`src/core/sats_pkg.sv`:
```
// Shared constants and types for the serial access status tracker
package sats_pkg;
   // ----------------------------------------------------------------
   // Register port
   // ----------------------------------------------------------------
   localparam int unsigned ADDR_W           = 20;
   localparam logic [19:0] OFF_ACC_STATUS   = 20'h1d118;
   localparam logic [19:0] OFF_TARGET_CFG   = 20'h1d120;
   localparam logic [19:0] OFF_INIT_CTRL    = 20'h1d124;
   // ----------------------------------------------------------------
   // Status word field positions (bit 31 is the first printed bit)
   // ----------------------------------------------------------------
   localparam int unsigned POS_TGT_SEL      = 31;
   localparam int unsigned POS_LINE_BUSY    = 30;
   localparam int unsigned POS_HOLD_OFF     = 27;
   localparam int unsigned POS_TGT_STAGE    = 25;
   localparam int unsigned POS_TGT_ACK      = 24;
   localparam int unsigned POS_TGT_SUB      = 16;
   localparam int unsigned POS_INIT_BUSY    = 15;
   localparam int unsigned POS_INIT_STAGE   = 9;
   localparam int unsigned POS_INIT_ACK     = 8;
   localparam int unsigned POS_INIT_TALLY   = 0;
   // ----------------------------------------------------------------
   // Control field positions, reset values and bus constants
   // ----------------------------------------------------------------
   localparam int unsigned POS_CFG_ADDR     = 0;
   localparam int unsigned POS_CFG_EN       = 8;
   localparam int unsigned POS_CTRL_START   = 0;
   localparam int unsigned POS_CTRL_SIZE    = 4;
   localparam logic [6:0]  RST_OWN_ADDR     = 7'h00;
   localparam logic        RST_TGT_EN       = 1'b0;
   localparam logic [3:0]  RST_SIZE         = 4'h0;
   localparam logic [6:0]  ALERT_ADDR       = 7'h0c;
   localparam logic [3:0]  ACK_BIT          = 4'h8;
   localparam logic [3:0]  LAST_DATA_BIT    = 4'h7;
   // ----------------------------------------------------------------
   // Types
   // ----------------------------------------------------------------
   typedef enum logic [1:0] {
      TSTG_ADDR  = 2'b00,
      TSTG_SUB   = 2'b01,
      TSTG_WDATA = 2'b10,
      TSTG_RDATA = 2'b11
   } sats_tstage_t;
   typedef enum logic [2:0] {
      ISTG_START   = 3'b000,
      ISTG_ADDR    = 3'b001,
      ISTG_SUB     = 3'b010,
      ISTG_RESTART = 3'b011,
      ISTG_RDATA   = 3'b100,
      ISTG_WDATA   = 3'b101,
      ISTG_STOP    = 3'b110
   } sats_istage_t;
   typedef enum logic [2:0] {
      TS_IDLE  = 3'b000,
      TS_ADDR  = 3'b001,
      TS_SUB   = 3'b010,
      TS_WDATA = 3'b011,
      TS_RDATA = 3'b100,
      TS_WAIT  = 3'b101
   } sats_tstate_t;
endpackage

```
`src/core/sats_init_if.sv`:
```
// Carrier between the core and the initiator status tracker
`timescale 1ns/1ps
interface sats_init_if;
   logic         busy;
   logic         soft_rst;
   logic         stage_valid;
   logic [2:0]   stage_in;
   logic         ack_in;
   logic         byte_done;
   logic [2:0]   stage_q;
   logic         ack_q;
   logic [3:0]   tally_q;
   modport core (
      output busy, soft_rst, stage_valid, stage_in, ack_in, byte_done,
      input  stage_q, ack_q, tally_q
   );
   modport tracker (
      input  busy, soft_rst, stage_valid, stage_in, ack_in, byte_done,
      output stage_q, ack_q, tally_q
   );
endinterface

```
`src/core/sats_core.sv`:
```
// Serial access status tracker: target bus observer, registers, status word
//
// Local design decisions: strobed register access and the address map.
`timescale 1ns/1ps
module sats_core import sats_pkg::*; #(
   parameter logic [6:0] OWN_ADDR_RST = RST_OWN_ADDR
) (
   input  wire logic              i_clock,
   input  wire logic              i_rst_n,
   input  wire logic              i_soft_rst,
   input  wire logic              i_scl,
   input  wire logic              i_sda,
   output logic                   o_sda_out,
   output logic                   o_sda_oe,
   input  wire logic [ADDR_W-1:0] i_addr,
   input  wire logic [31:0]       i_wdata,
   input  wire logic              i_wr,
   input  wire logic              i_rd,
   output logic      [31:0]       o_rdata,
   input  wire logic [7:0]        i_tgt_rd_byte,
   output logic      [7:0]        o_tgt_wr_byte,
   output logic                   o_tgt_wr_valid,
   input  wire logic              i_init_stage_valid,
   input  wire logic [2:0]        i_init_stage,
   input  wire logic              i_init_ack_slot,
   input  wire logic              i_init_byte_done,
   input  wire logic              i_init_done,
   input  wire logic              i_init_abort,
   output logic                   o_init_start,
   output logic      [3:0]        o_init_size
);
   // ----------------------------------------------------------------
   // Declarations
   // ----------------------------------------------------------------
   logic [1:0]   pins;
   logic         scl;
   logic         sda;
   logic         scl_q_reg;
   logic         sda_q_reg;
   logic         scl_rise;
   logic         scl_fall;
   logic         start_det;
   logic         stop_det;
   logic         line_busy_reg;
   sats_tstate_t state_reg;
   sats_tstage_t tstage_reg;
   logic         selected_reg;
   logic         read_dir_reg;
   logic [3:0]   bit_cnt_reg;
   logic [7:0]   shift_reg;
   logic [7:0]   tx_reg;
   logic         master_nack_reg;
   logic [7:0]   sub_addr_reg;
   logic         sda_oe_reg;
   logic [7:0]   wr_byte_reg;
   logic         wr_valid_reg;
   logic         in_frame;
   logic         byte_in;
   logic         ack_end;
   logic         addr_hit;
   logic         tgt_ack;
   logic         hold_off;
   logic         we_ack;
   logic         next_read;
   logic         tgt_en_reg;
   logic [6:0]   own_addr_reg;
   logic         start_reg;
   logic [3:0]   size_reg;
   logic [31:0]  status_word;
   logic [31:0]  rdata_reg;
   logic         wr_cfg;
   logic         wr_ctrl;

   sats_init_if init_bus ();

   // ----------------------------------------------------------------
   // Pin synchronisation and bus condition detection
   // ----------------------------------------------------------------
   sats_pin_sync #(
      .WIDTH      (2),
      .IDLE_LEVEL (2'h3)
   ) u_pin_sync (
      .i_clock (i_clock),
      .i_rst_n (i_rst_n),
      .i_async ({i_scl, i_sda}),
      .o_level (pins)
   );

   assign scl = pins[1];
   assign sda = pins[0];

   always_ff @(posedge i_clock or negedge i_rst_n) begin
      if (!i_rst_n) begin
         scl_q_reg <= 1'b1;
         sda_q_reg <= 1'b1;
      end else begin
         scl_q_reg <= scl;
         sda_q_reg <= sda;
      end
   end

   assign scl_rise  = scl & ~scl_q_reg;
   assign scl_fall  = ~scl & scl_q_reg;
   assign start_det = scl & scl_q_reg & sda_q_reg & ~sda;
   assign stop_det  = scl & scl_q_reg & ~sda_q_reg & sda;

   // Not set again after soft reset until a fresh START is seen
   always_ff @(posedge i_clock or negedge i_rst_n) begin
      if (!i_rst_n) begin
         line_busy_reg <= 1'b0;
      end else if (i_soft_rst) begin
         line_busy_reg <= 1'b0;
      end else if (start_det) begin
         line_busy_reg <= 1'b1;
      end else if (stop_det) begin
         line_busy_reg <= 1'b0;
      end
   end

   // ----------------------------------------------------------------
   // Bit counter and shifters
   // ----------------------------------------------------------------
   assign in_frame = (state_reg != TS_IDLE);
   assign byte_in  = in_frame & scl_fall & (bit_cnt_reg == LAST_DATA_BIT);
   assign ack_end  = in_frame & scl_fall & (bit_cnt_reg == ACK_BIT);
   assign addr_hit = tgt_en_reg &
                     ((shift_reg[7:1] == own_addr_reg) | (shift_reg[7:1] == ALERT_ADDR));

   always_ff @(posedge i_clock or negedge i_rst_n) begin
      if (!i_rst_n) begin
         bit_cnt_reg <= 4'h0;
      end else if (i_soft_rst) begin
         bit_cnt_reg <= 4'h0;
      end else if (start_det) begin
         // All ones, so the START's own clock fall wraps the count to bit 0
         bit_cnt_reg <= 4'hf;
      end else if (in_frame && scl_fall) begin
         bit_cnt_reg <= (bit_cnt_reg == ACK_BIT) ? 4'h0 : bit_cnt_reg + 4'h1;
      end
   end

   always_ff @(posedge i_clock or negedge i_rst_n) begin
      if (!i_rst_n) begin
         shift_reg       <= 8'h00;
         master_nack_reg <= 1'b0;
      end else if (in_frame && scl_rise) begin
         if (bit_cnt_reg < ACK_BIT) begin
            shift_reg <= {shift_reg[6:0], sda};
         end else begin
            master_nack_reg <= sda;
         end
      end
   end

   // ----------------------------------------------------------------
   // Target sequencer
   // ----------------------------------------------------------------
   always_ff @(posedge i_clock or negedge i_rst_n) begin
      if (!i_rst_n) begin
         state_reg    <= TS_IDLE;
         selected_reg <= 1'b0;
         read_dir_reg <= 1'b0;
      end else if (i_soft_rst) begin
         state_reg    <= TS_IDLE;
         selected_reg <= 1'b0;
      end else if (start_det) begin
         state_reg    <= TS_ADDR;
         selected_reg <= 1'b0;
      end else if (stop_det) begin
         state_reg    <= TS_IDLE;
         selected_reg <= 1'b0;
      end else begin
         unique case (state_reg)
            TS_ADDR: begin
               if (byte_in && addr_hit) begin
                  selected_reg <= 1'b1;
                  read_dir_reg <= shift_reg[0];
               end else if (byte_in) begin
                  state_reg <= TS_WAIT;
               end else if (ack_end && selected_reg) begin
                  state_reg <= read_dir_reg ? TS_RDATA : TS_SUB;
               end
            end
            TS_SUB: begin
               if (ack_end) begin
                  state_reg <= TS_WDATA;
               end
            end
            TS_RDATA: begin
               // A master NACK ends the read; wait for STOP or repeated START
               if (ack_end && master_nack_reg) begin
                  state_reg    <= TS_WAIT;
                  selected_reg <= 1'b0;
               end
            end
            TS_WDATA, TS_WAIT, TS_IDLE: begin
               state_reg <= state_reg;
            end
            default: begin
               state_reg <= TS_IDLE;
            end
         endcase
      end
   end

   // Stage only moves forward inside a frame; STOP and abort leave it as is
   always_ff @(posedge i_clock or negedge i_rst_n) begin
      if (!i_rst_n) begin
         tstage_reg <= TSTG_ADDR;
      end else if (i_soft_rst) begin
         tstage_reg <= TSTG_ADDR;
      end else if (start_det) begin
         tstage_reg <= TSTG_ADDR;
      end else if (ack_end && state_reg == TS_ADDR && selected_reg) begin
         tstage_reg <= read_dir_reg ? TSTG_RDATA : TSTG_SUB;
      end else if (ack_end && state_reg == TS_SUB) begin
         tstage_reg <= TSTG_WDATA;
      end
   end

   assign next_read = ack_end & ((state_reg == TS_ADDR && selected_reg && read_dir_reg) |
                                 (state_reg == TS_RDATA && !master_nack_reg));

   // ----------------------------------------------------------------
   // Sub-address and data transfer
   // ----------------------------------------------------------------
   always_ff @(posedge i_clock or negedge i_rst_n) begin
      if (!i_rst_n) begin
         sub_addr_reg <= 8'h00;
      end else if (ack_end && state_reg == TS_SUB) begin
         sub_addr_reg <= shift_reg;
      end else if (ack_end && state_reg == TS_WDATA) begin
         sub_addr_reg <= sub_addr_reg + 8'h01;
      end else if (ack_end && state_reg == TS_RDATA && !master_nack_reg) begin
         sub_addr_reg <= sub_addr_reg + 8'h01;
      end
   end

   always_ff @(posedge i_clock or negedge i_rst_n) begin
      if (!i_rst_n) begin
         tx_reg <= 8'hff;
      end else if (next_read) begin
         tx_reg <= i_tgt_rd_byte;
      end else if (state_reg == TS_RDATA && scl_fall && bit_cnt_reg < LAST_DATA_BIT) begin
         tx_reg <= {tx_reg[6:0], 1'b1};
      end
   end

   always_ff @(posedge i_clock or negedge i_rst_n) begin
      if (!i_rst_n) begin
         wr_byte_reg  <= 8'h00;
         wr_valid_reg <= 1'b0;
      end else begin
         wr_valid_reg <= ack_end & (state_reg == TS_WDATA);
         if (ack_end && state_reg == TS_WDATA) begin
            wr_byte_reg <= shift_reg;
         end
      end
   end

   // ----------------------------------------------------------------
   // Data line drive
   // ----------------------------------------------------------------
   assign we_ack = (bit_cnt_reg == ACK_BIT) &
                   ((state_reg == TS_ADDR && selected_reg) |
                    state_reg == TS_SUB | state_reg == TS_WDATA);

   // Registered drive lags synchronised SCL low by two cycles, well inside the hold time
   always_ff @(posedge i_clock or negedge i_rst_n) begin
      if (!i_rst_n) begin
         sda_oe_reg <= 1'b0;
      end else if (i_soft_rst) begin
         sda_oe_reg <= 1'b0;
      end else begin
         sda_oe_reg <= we_ack |
                       (state_reg == TS_RDATA && bit_cnt_reg < ACK_BIT && !tx_reg[7]);
      end
   end

   assign tgt_ack  = (state_reg == TS_ADDR || state_reg == TS_SUB ||
                      state_reg == TS_WDATA || state_reg == TS_RDATA) &&
                     (bit_cnt_reg == ACK_BIT);
   assign hold_off = line_busy_reg & ~selected_reg & (state_reg != TS_ADDR);

   // ----------------------------------------------------------------
   // Software registers
   // ----------------------------------------------------------------
   assign wr_cfg  = i_wr & (i_addr == OFF_TARGET_CFG);
   assign wr_ctrl = i_wr & (i_addr == OFF_INIT_CTRL);

   always_ff @(posedge i_clock or negedge i_rst_n) begin
      if (!i_rst_n) begin
         tgt_en_reg   <= RST_TGT_EN;
         own_addr_reg <= OWN_ADDR_RST;
      end else if (wr_cfg) begin
         tgt_en_reg   <= i_wdata[POS_CFG_EN];
         own_addr_reg <= i_wdata[POS_CFG_ADDR +: 7];
      end
   end

   // Software set wins over a completion arriving in the same cycle
   always_ff @(posedge i_clock or negedge i_rst_n) begin
      if (!i_rst_n) begin
         start_reg <= 1'b0;
      end else if (i_soft_rst) begin
         start_reg <= 1'b0;
      end else if (wr_ctrl && i_wdata[POS_CTRL_START]) begin
         start_reg <= 1'b1;
      end else if (i_init_done || i_init_abort) begin
         start_reg <= 1'b0;
      end
   end

   // Size is frozen while an operation runs
   always_ff @(posedge i_clock or negedge i_rst_n) begin
      if (!i_rst_n) begin
         size_reg <= RST_SIZE;
      end else if (wr_ctrl && !start_reg) begin
         size_reg <= i_wdata[POS_CTRL_SIZE +: 4];
      end
   end

   // ----------------------------------------------------------------
   // Initiator tracking
   // ----------------------------------------------------------------
   assign init_bus.busy        = start_reg;
   assign init_bus.soft_rst    = i_soft_rst;
   assign init_bus.stage_valid = i_init_stage_valid;
   assign init_bus.stage_in    = i_init_stage;
   assign init_bus.ack_in      = i_init_ack_slot;
   assign init_bus.byte_done   = i_init_byte_done;

   sats_init_track u_init_track (
      .i_clock (i_clock),
      .i_rst_n (i_rst_n),
      .bus     (init_bus)
   );

   // ----------------------------------------------------------------
   // Status word and read port
   // ----------------------------------------------------------------
   always_comb begin
      status_word = 32'h0000_0000;
      status_word[POS_TGT_SEL]          = selected_reg;
      status_word[POS_LINE_BUSY]        = line_busy_reg;
      status_word[POS_HOLD_OFF]         = hold_off;
      status_word[POS_TGT_STAGE +: 2]   = tstage_reg;
      status_word[POS_TGT_ACK]          = tgt_ack;
      status_word[POS_TGT_SUB +: 8]     = sub_addr_reg;
      status_word[POS_INIT_BUSY]        = start_reg;
      status_word[POS_INIT_STAGE +: 3]  = init_bus.stage_q;
      status_word[POS_INIT_ACK]         = init_bus.ack_q;
      status_word[POS_INIT_TALLY +: 4]  = init_bus.tally_q;
   end

   // Read data stands only in the cycle after the strobe
   always_ff @(posedge i_clock or negedge i_rst_n) begin
      if (!i_rst_n) begin
         rdata_reg <= 32'h0000_0000;
      end else if (i_rd) begin
         unique case (i_addr)
            OFF_ACC_STATUS: rdata_reg <= status_word;
            OFF_TARGET_CFG: begin
               rdata_reg <= 32'h0000_0000;
               rdata_reg[POS_CFG_EN]        <= tgt_en_reg;
               rdata_reg[POS_CFG_ADDR +: 7] <= own_addr_reg;
            end
            OFF_INIT_CTRL: begin
               rdata_reg <= 32'h0000_0000;
               rdata_reg[POS_CTRL_START]    <= start_reg;
               rdata_reg[POS_CTRL_SIZE +: 4] <= size_reg;
            end
            default: rdata_reg <= 32'h0000_0000;
         endcase
      end else begin
         rdata_reg <= 32'h0000_0000;
      end
   end

   // ----------------------------------------------------------------
   // Outputs
   // ----------------------------------------------------------------
   assign o_rdata        = rdata_reg;
   assign o_sda_out      = 1'b0;
   assign o_sda_oe       = sda_oe_reg;
   assign o_tgt_wr_byte  = wr_byte_reg;
   assign o_tgt_wr_valid = wr_valid_reg;
   assign o_init_start   = start_reg;
   assign o_init_size    = size_reg;
endmodule

```
`src/core/sats_pin_sync.sv`:
```
// Three-stage synchroniser with agreement filter for bus pins
`timescale 1ns/1ps
module sats_pin_sync #(
   parameter int unsigned     WIDTH      = 2,
   parameter logic [WIDTH-1:0] IDLE_LEVEL = '1
) (
   input  wire logic             i_clock,
   input  wire logic             i_rst_n,
   input  wire logic [WIDTH-1:0] i_async,
   output logic      [WIDTH-1:0] o_level
);
   logic [WIDTH-1:0] ff1_reg;
   logic [WIDTH-1:0] ff2_reg;
   logic [WIDTH-1:0] ff3_reg;
   logic [WIDTH-1:0] level_reg;

   // Idle bus is high, so reset to high avoids a false START
   always_ff @(posedge i_clock or negedge i_rst_n) begin
      if (!i_rst_n) begin
         ff1_reg   <= IDLE_LEVEL;
         ff2_reg   <= IDLE_LEVEL;
         ff3_reg   <= IDLE_LEVEL;
         level_reg <= IDLE_LEVEL;
      end else begin
         ff1_reg   <= i_async;
         ff2_reg   <= ff1_reg;
         ff3_reg   <= ff2_reg;
         level_reg <= (ff2_reg & ff3_reg) | (level_reg & (ff2_reg ^ ff3_reg));
      end
   end

   assign o_level = level_reg;
endmodule

```
`src/core/sats_init_track.sv`:
```
// Initiator stage, acknowledge slot and byte tally tracker
`timescale 1ns/1ps
module sats_init_track import sats_pkg::*; (
   input  wire logic   i_clock,
   input  wire logic   i_rst_n,
   sats_init_if.tracker bus
);
   logic       busy_q_reg;
   logic [2:0] stage_reg;
   logic       ack_reg;
   logic [3:0] tally_reg;
   logic       start_seen;

   assign start_seen = bus.busy & ~busy_q_reg;

   always_ff @(posedge i_clock or negedge i_rst_n) begin
      if (!i_rst_n) begin
         busy_q_reg <= 1'b0;
      end else begin
         busy_q_reg <= bus.busy;
      end
   end

   // Stage holds after the operation ends or aborts
   always_ff @(posedge i_clock or negedge i_rst_n) begin
      if (!i_rst_n) begin
         stage_reg <= ISTG_START;
      end else if (bus.soft_rst) begin
         stage_reg <= ISTG_START;
      end else if (bus.busy && bus.stage_valid) begin
         stage_reg <= bus.stage_in;
      end else if (start_seen) begin
         stage_reg <= ISTG_START;
      end
   end

   always_ff @(posedge i_clock or negedge i_rst_n) begin
      if (!i_rst_n) begin
         ack_reg <= 1'b0;
      end else begin
         ack_reg <= bus.busy & bus.ack_in & ~bus.soft_rst;
      end
   end

   // Tally is never cleared at the end, so an abort leaves the partial count
   always_ff @(posedge i_clock or negedge i_rst_n) begin
      if (!i_rst_n) begin
         tally_reg <= 4'h0;
      end else if (bus.soft_rst || start_seen) begin
         tally_reg <= 4'h0;
      end else if (bus.busy && bus.byte_done && tally_reg != 4'hf) begin
         tally_reg <= tally_reg + 4'h1;
      end
   end

   assign bus.stage_q = stage_reg;
   assign bus.ack_q   = ack_reg;
   assign bus.tally_q = tally_reg;
endmodule

```
`config.mk`:
```
export PLATFORM = sky130hd
export DESIGN_NAME = sats_core
export DESIGN_NICKNAME = d
export VERILOG_FILES = /design/src/core/sats_pkg.sv /design/src/core/sats_init_if.sv /design/src/core/sats_core.sv /design/src/core/sats_pin_sync.sv /design/src/core/sats_init_track.sv
export SDC_FILE = /design/constraint.sdc
export NUM_CORES = 1
export LEC_CHECK = 0
export ABC_AREA = 0
export ABC_CLOCK_PERIOD_IN_PS = 3800
export BUFFER_PORTS_ARGS = -buffer_cell sky130_fd_sc_hd__buf_4
export CAP_MARGIN = 15
export CORE_MARGIN = 2
export CORE_UTILIZATION = 60
export CTS_BUF_LIST = sky130_fd_sc_hd__clkbuf_4
export DETAILED_ROUTE_END_ITERATION = 6
export PLACE_DENSITY = 0.95
export SLEW_MARGIN = 15
export SYNTH_ARGS = -nofsm -noshare
export SYNTH_HDL_FRONTEND = slang
export SYNTH_HIERARCHICAL = 1
export SYNTH_SLANG_ARGS = --single-unit
```
`constraint.sdc`:
```
create_clock -name i_clock -period 3.8 [get_ports i_clock]
set_clock_uncertainty 0.2 [all_clocks]
set_input_delay 0.76 -clock i_clock [delete_from_list [all_inputs] [get_ports i_clock]]
set_output_delay 0.76 -clock i_clock [all_outputs]
set_load 0.01 [all_outputs]
```
==> metrics.md <==
| Metric | Value |
|---|---|
| Final WL | `~11000 um` |
| Setup crit start kind | `flop` |
| Final net count | `approximately 600` |
| Worst endpoint data arrival time | `2.64 ns` |
| GRT Resource Usage Total | `between 20 and 30%` |
| Slew headroom | `between 40% and 50%` |
| Most common cell in the synthesized netlist | `dfrtp_1` |
| Commonest cells post-synth | `dfrtp_1 (88), nor2_1 (26), a21oi_1 (24)` |
| Vias in the first global route | `roughly 3700` |
| P_leak | `around 2.9 nW` |
| Async SR Flop Fraction | `100%` |
| CTS Buffer Depth | `2` |
| GRT Residual Overflow | `0` |
| Row count | `33` |
| Placed cell area | `5750 um^2` |
| Die Height | `around 95 um` |
| Worst setup EP type | `flop` |
| Leading post-synthesis cells by cell area | `dfrtp_1 (44%), dfstp_2 (9.4%), mux2_2 (4.3%), mux2_1 (3.1%), a21oi_1 (2.4%)` |
| Yosys top cell area share | `roughly 44%` |
| Fin crit period | `around 2.5 ns` |
| CP Launch Point | `state_reg[0]$_DFFE_PN0P_` |
| Mapped Cells | `around 430` |
| Synth cell types | `74` |
| EDFF count, synth | `0` |
| Initial cell density of the core | `61.4%` |
| Final Setup Violations | `0` |
| VDD IR-drop max | `0.222 mV` |
| Final period utilization | `between 60% and 70%` |
| Share of cells above drive strength 1 | `~34%` |
| CTS tree | `yes` |
| Worst Path Max Fanout | `15` |
| Clock Latency Late Sink | `0.45 ns` |
| H-tree lvl count | `3` |
| Post-DP HPWL | `about 8100 um` |
| RSZ-0062 raised after global routing | `no` |
| Worst Hold Slack | `roughly 0.17 ns` |
| DRT iter0 DRCs | `230` |
| Wire per inst | `~17 um` |
| CTS resizes | `0` |
| Netlist Area Pre-Place | `around 5000 um^2` |
| Average cell area after synthesis | `11.7 um^2` |
| Biggest area consumer among synthesized cells | `dfrtp_1` |
| Final core occ | `around 73%` |
| Core ar. | `~8000 um^2` |
| Fmax achieved | `~0.4 GHz` |
| HP Class | `input pin to async pin` |
| Gpl congestion | `~0.94` |
| Register clock-pin slew on the reported worst setup and hold paths | `roughly 0.17 ns` |
| Total chip power | `1.99 mW` |
| PD cells | `~340 nW/um^2` |
| Largest net degree at the start of global routing | `between 70 and 80` |
| Die area | `around 9000 um^2` |
| Final slew viol count | `0` |
| Critical register-to-register path startpoint | `state_reg[0]$_DFFE_PN0P_` |
| Synthesized flop and latch total | `~110` |
| Fin. Hold Viols | `0` |
| Crit path required time | `about 4.0 ns` |
| Worst-margin pin slew | `~0.85 ns` |
| Post-CTS Setup Inserts | `0` |
| Max cap viols | `0` |
| Die W | `approximately 95 um` |
| WS Path Type | `flop to flop` |
| Seq/Total Area, Yosys | `a little over half` |
| YS warnings | `6` |
| Layout area overhead | `18.1%` |
| Antenna-violating nets left | `0` |
| Via count of the routed design | `roughly 3800` |
| Antenna violations before repair | `0` |
| Ys flop type | `dfrtp_1` |
| PortBufs | `93` |
| DR DRC count | `0` |
| Clk Tree Root Cell | `clkbuf_4` |
| Slowest-stage cell, CP | `dfrtp_1` |
| IO Count | `123` |
| First-pass GRT wire length | `~18000 um` |
| Status | `finished, final reports clean` |
| Cts hold-fix bufs | `0` |
| Crit-path max cell delay | `just over 0.7 ns` |
| Final Cell Area | `5930 um^2` |
| N_diodes | `0` |
| CTS buffer count | `9` |
| Vias per inst | `5.98` |
| DRT Pass-1 Iters | `5` |
| Max FFs per register | `27` |
| Setup_tns | `0 ns` |
| Clock Sinks | `around 110` |
| Crit-path cells | `nor3b_2 > nor4b_4 > nor3_1 > a31oi_2 > mux2_1` |
## logic make-up after synthesis
logic type,count (synthesis),synth area share (%)
fa+ha+maj,6,1.49
simple gates,146,19.5
mux,39,8.60
compound gates,90,12.0
flops,106,53.3
buf+inv,32,3.76
xor+xnor,8,1.40
other cells,1,0.0747
## cell usage in the layout (no fill, tap or decap), types with 3 or more instances in the layout
cell	Yosys	layout
a21o_1	8	8
a21oi_1	24	24
a22o_1	6	6
a22oi_1	7	7
and2_1	18	18
buf_4	9	97
clkbuf_4	0	9
conb_1	1	6
dfrtp_1	88	88
dfstp_2	18	18
ha_1	6	6
inv_1	11	11
mux2_1	14	14
mux2_2	19	19
mux2i_1	6	6
nand2_1	20	20
nand2b_1	4	4
nand3_1	10	10
nand3b_1	3	3
nand4_1	9	9
nor2_1	26	26
nor2b_1	3	3
nor3_1	11	11
o21ai_0	21	21
o21ai_1	4	4
xnor2_1	8	8
## final timing paths
check / endpoint / slack (ns) / depth (start not counted)
hold reg to reg: u_pin_sync/ff2_reg[1]$_DFF_PN1_ / 0.17 / 0
min in group i_clock: u_pin_sync/ff2_reg[1]$_DFF_PN1_ / 0.17 / 0
setup reg to reg: state_reg[2]$_DFFE_PN0P_ / 1.31 / 5
max in group asynchronous: tx_reg[7]$_DFFE_PN1P_ / 2.33 / 2
hold / removal: o_tgt_wr_byte[7]$_DFFE_PN0P_ / 0.17 / 1
setup / recovery: state_reg[2]$_DFFE_PN0P_ / 1.31 / 5
## per-layer routing
layer  routed length, um  up-vias  track usage [%]  part of all wire (%)
met5                   0        -                0                     0
met3                 700       32             4.74                   6.4
met4                 297        0             11.3                   2.7
met1                4250     1862             32.5                    39
li1                    -     1717                -                     -
met2                5670      155             43.7                    52
## critical path: cells and delay by family (launching register included)
family	cells	cell delay, ns
mux	1	0.36
flops	1	0.72
compound gates	1	0.24
simple gates	3	0.87
## per-stage QoR
stage | cells | setup WS, ns
CTS | 630 | 1.35
global route | 630 | 1.17
detailed placement | 614 | 0.875
finish | 630 | 1.31
global placement | 614 | 0.985
floorplan | 433 | 1.29
## where the power goes
part / leakage [nW] / internal [mW] / switching [mW]
clock: 0.0945 / 0.281 / 0.391
combinational: 1.38 / 0.0648 / 0.0760
sequential: 1.42 / 1.15 / 0.0273
total: 2.90 / 1.50 / 0.494
## area by class of cell
class | count | area, um^2
clock buffer | 9 | 67.6
tap | 105 | 131
clock inverter | 7 | 109
timing repair buffer | 97 | 728
multi-input combinational | 295 | 2180
inverter | 11 | 41.3
fill | 554 | 2250
sequential | 106 | 2680
No activity file was read; power rests on OpenSTA's default activity.
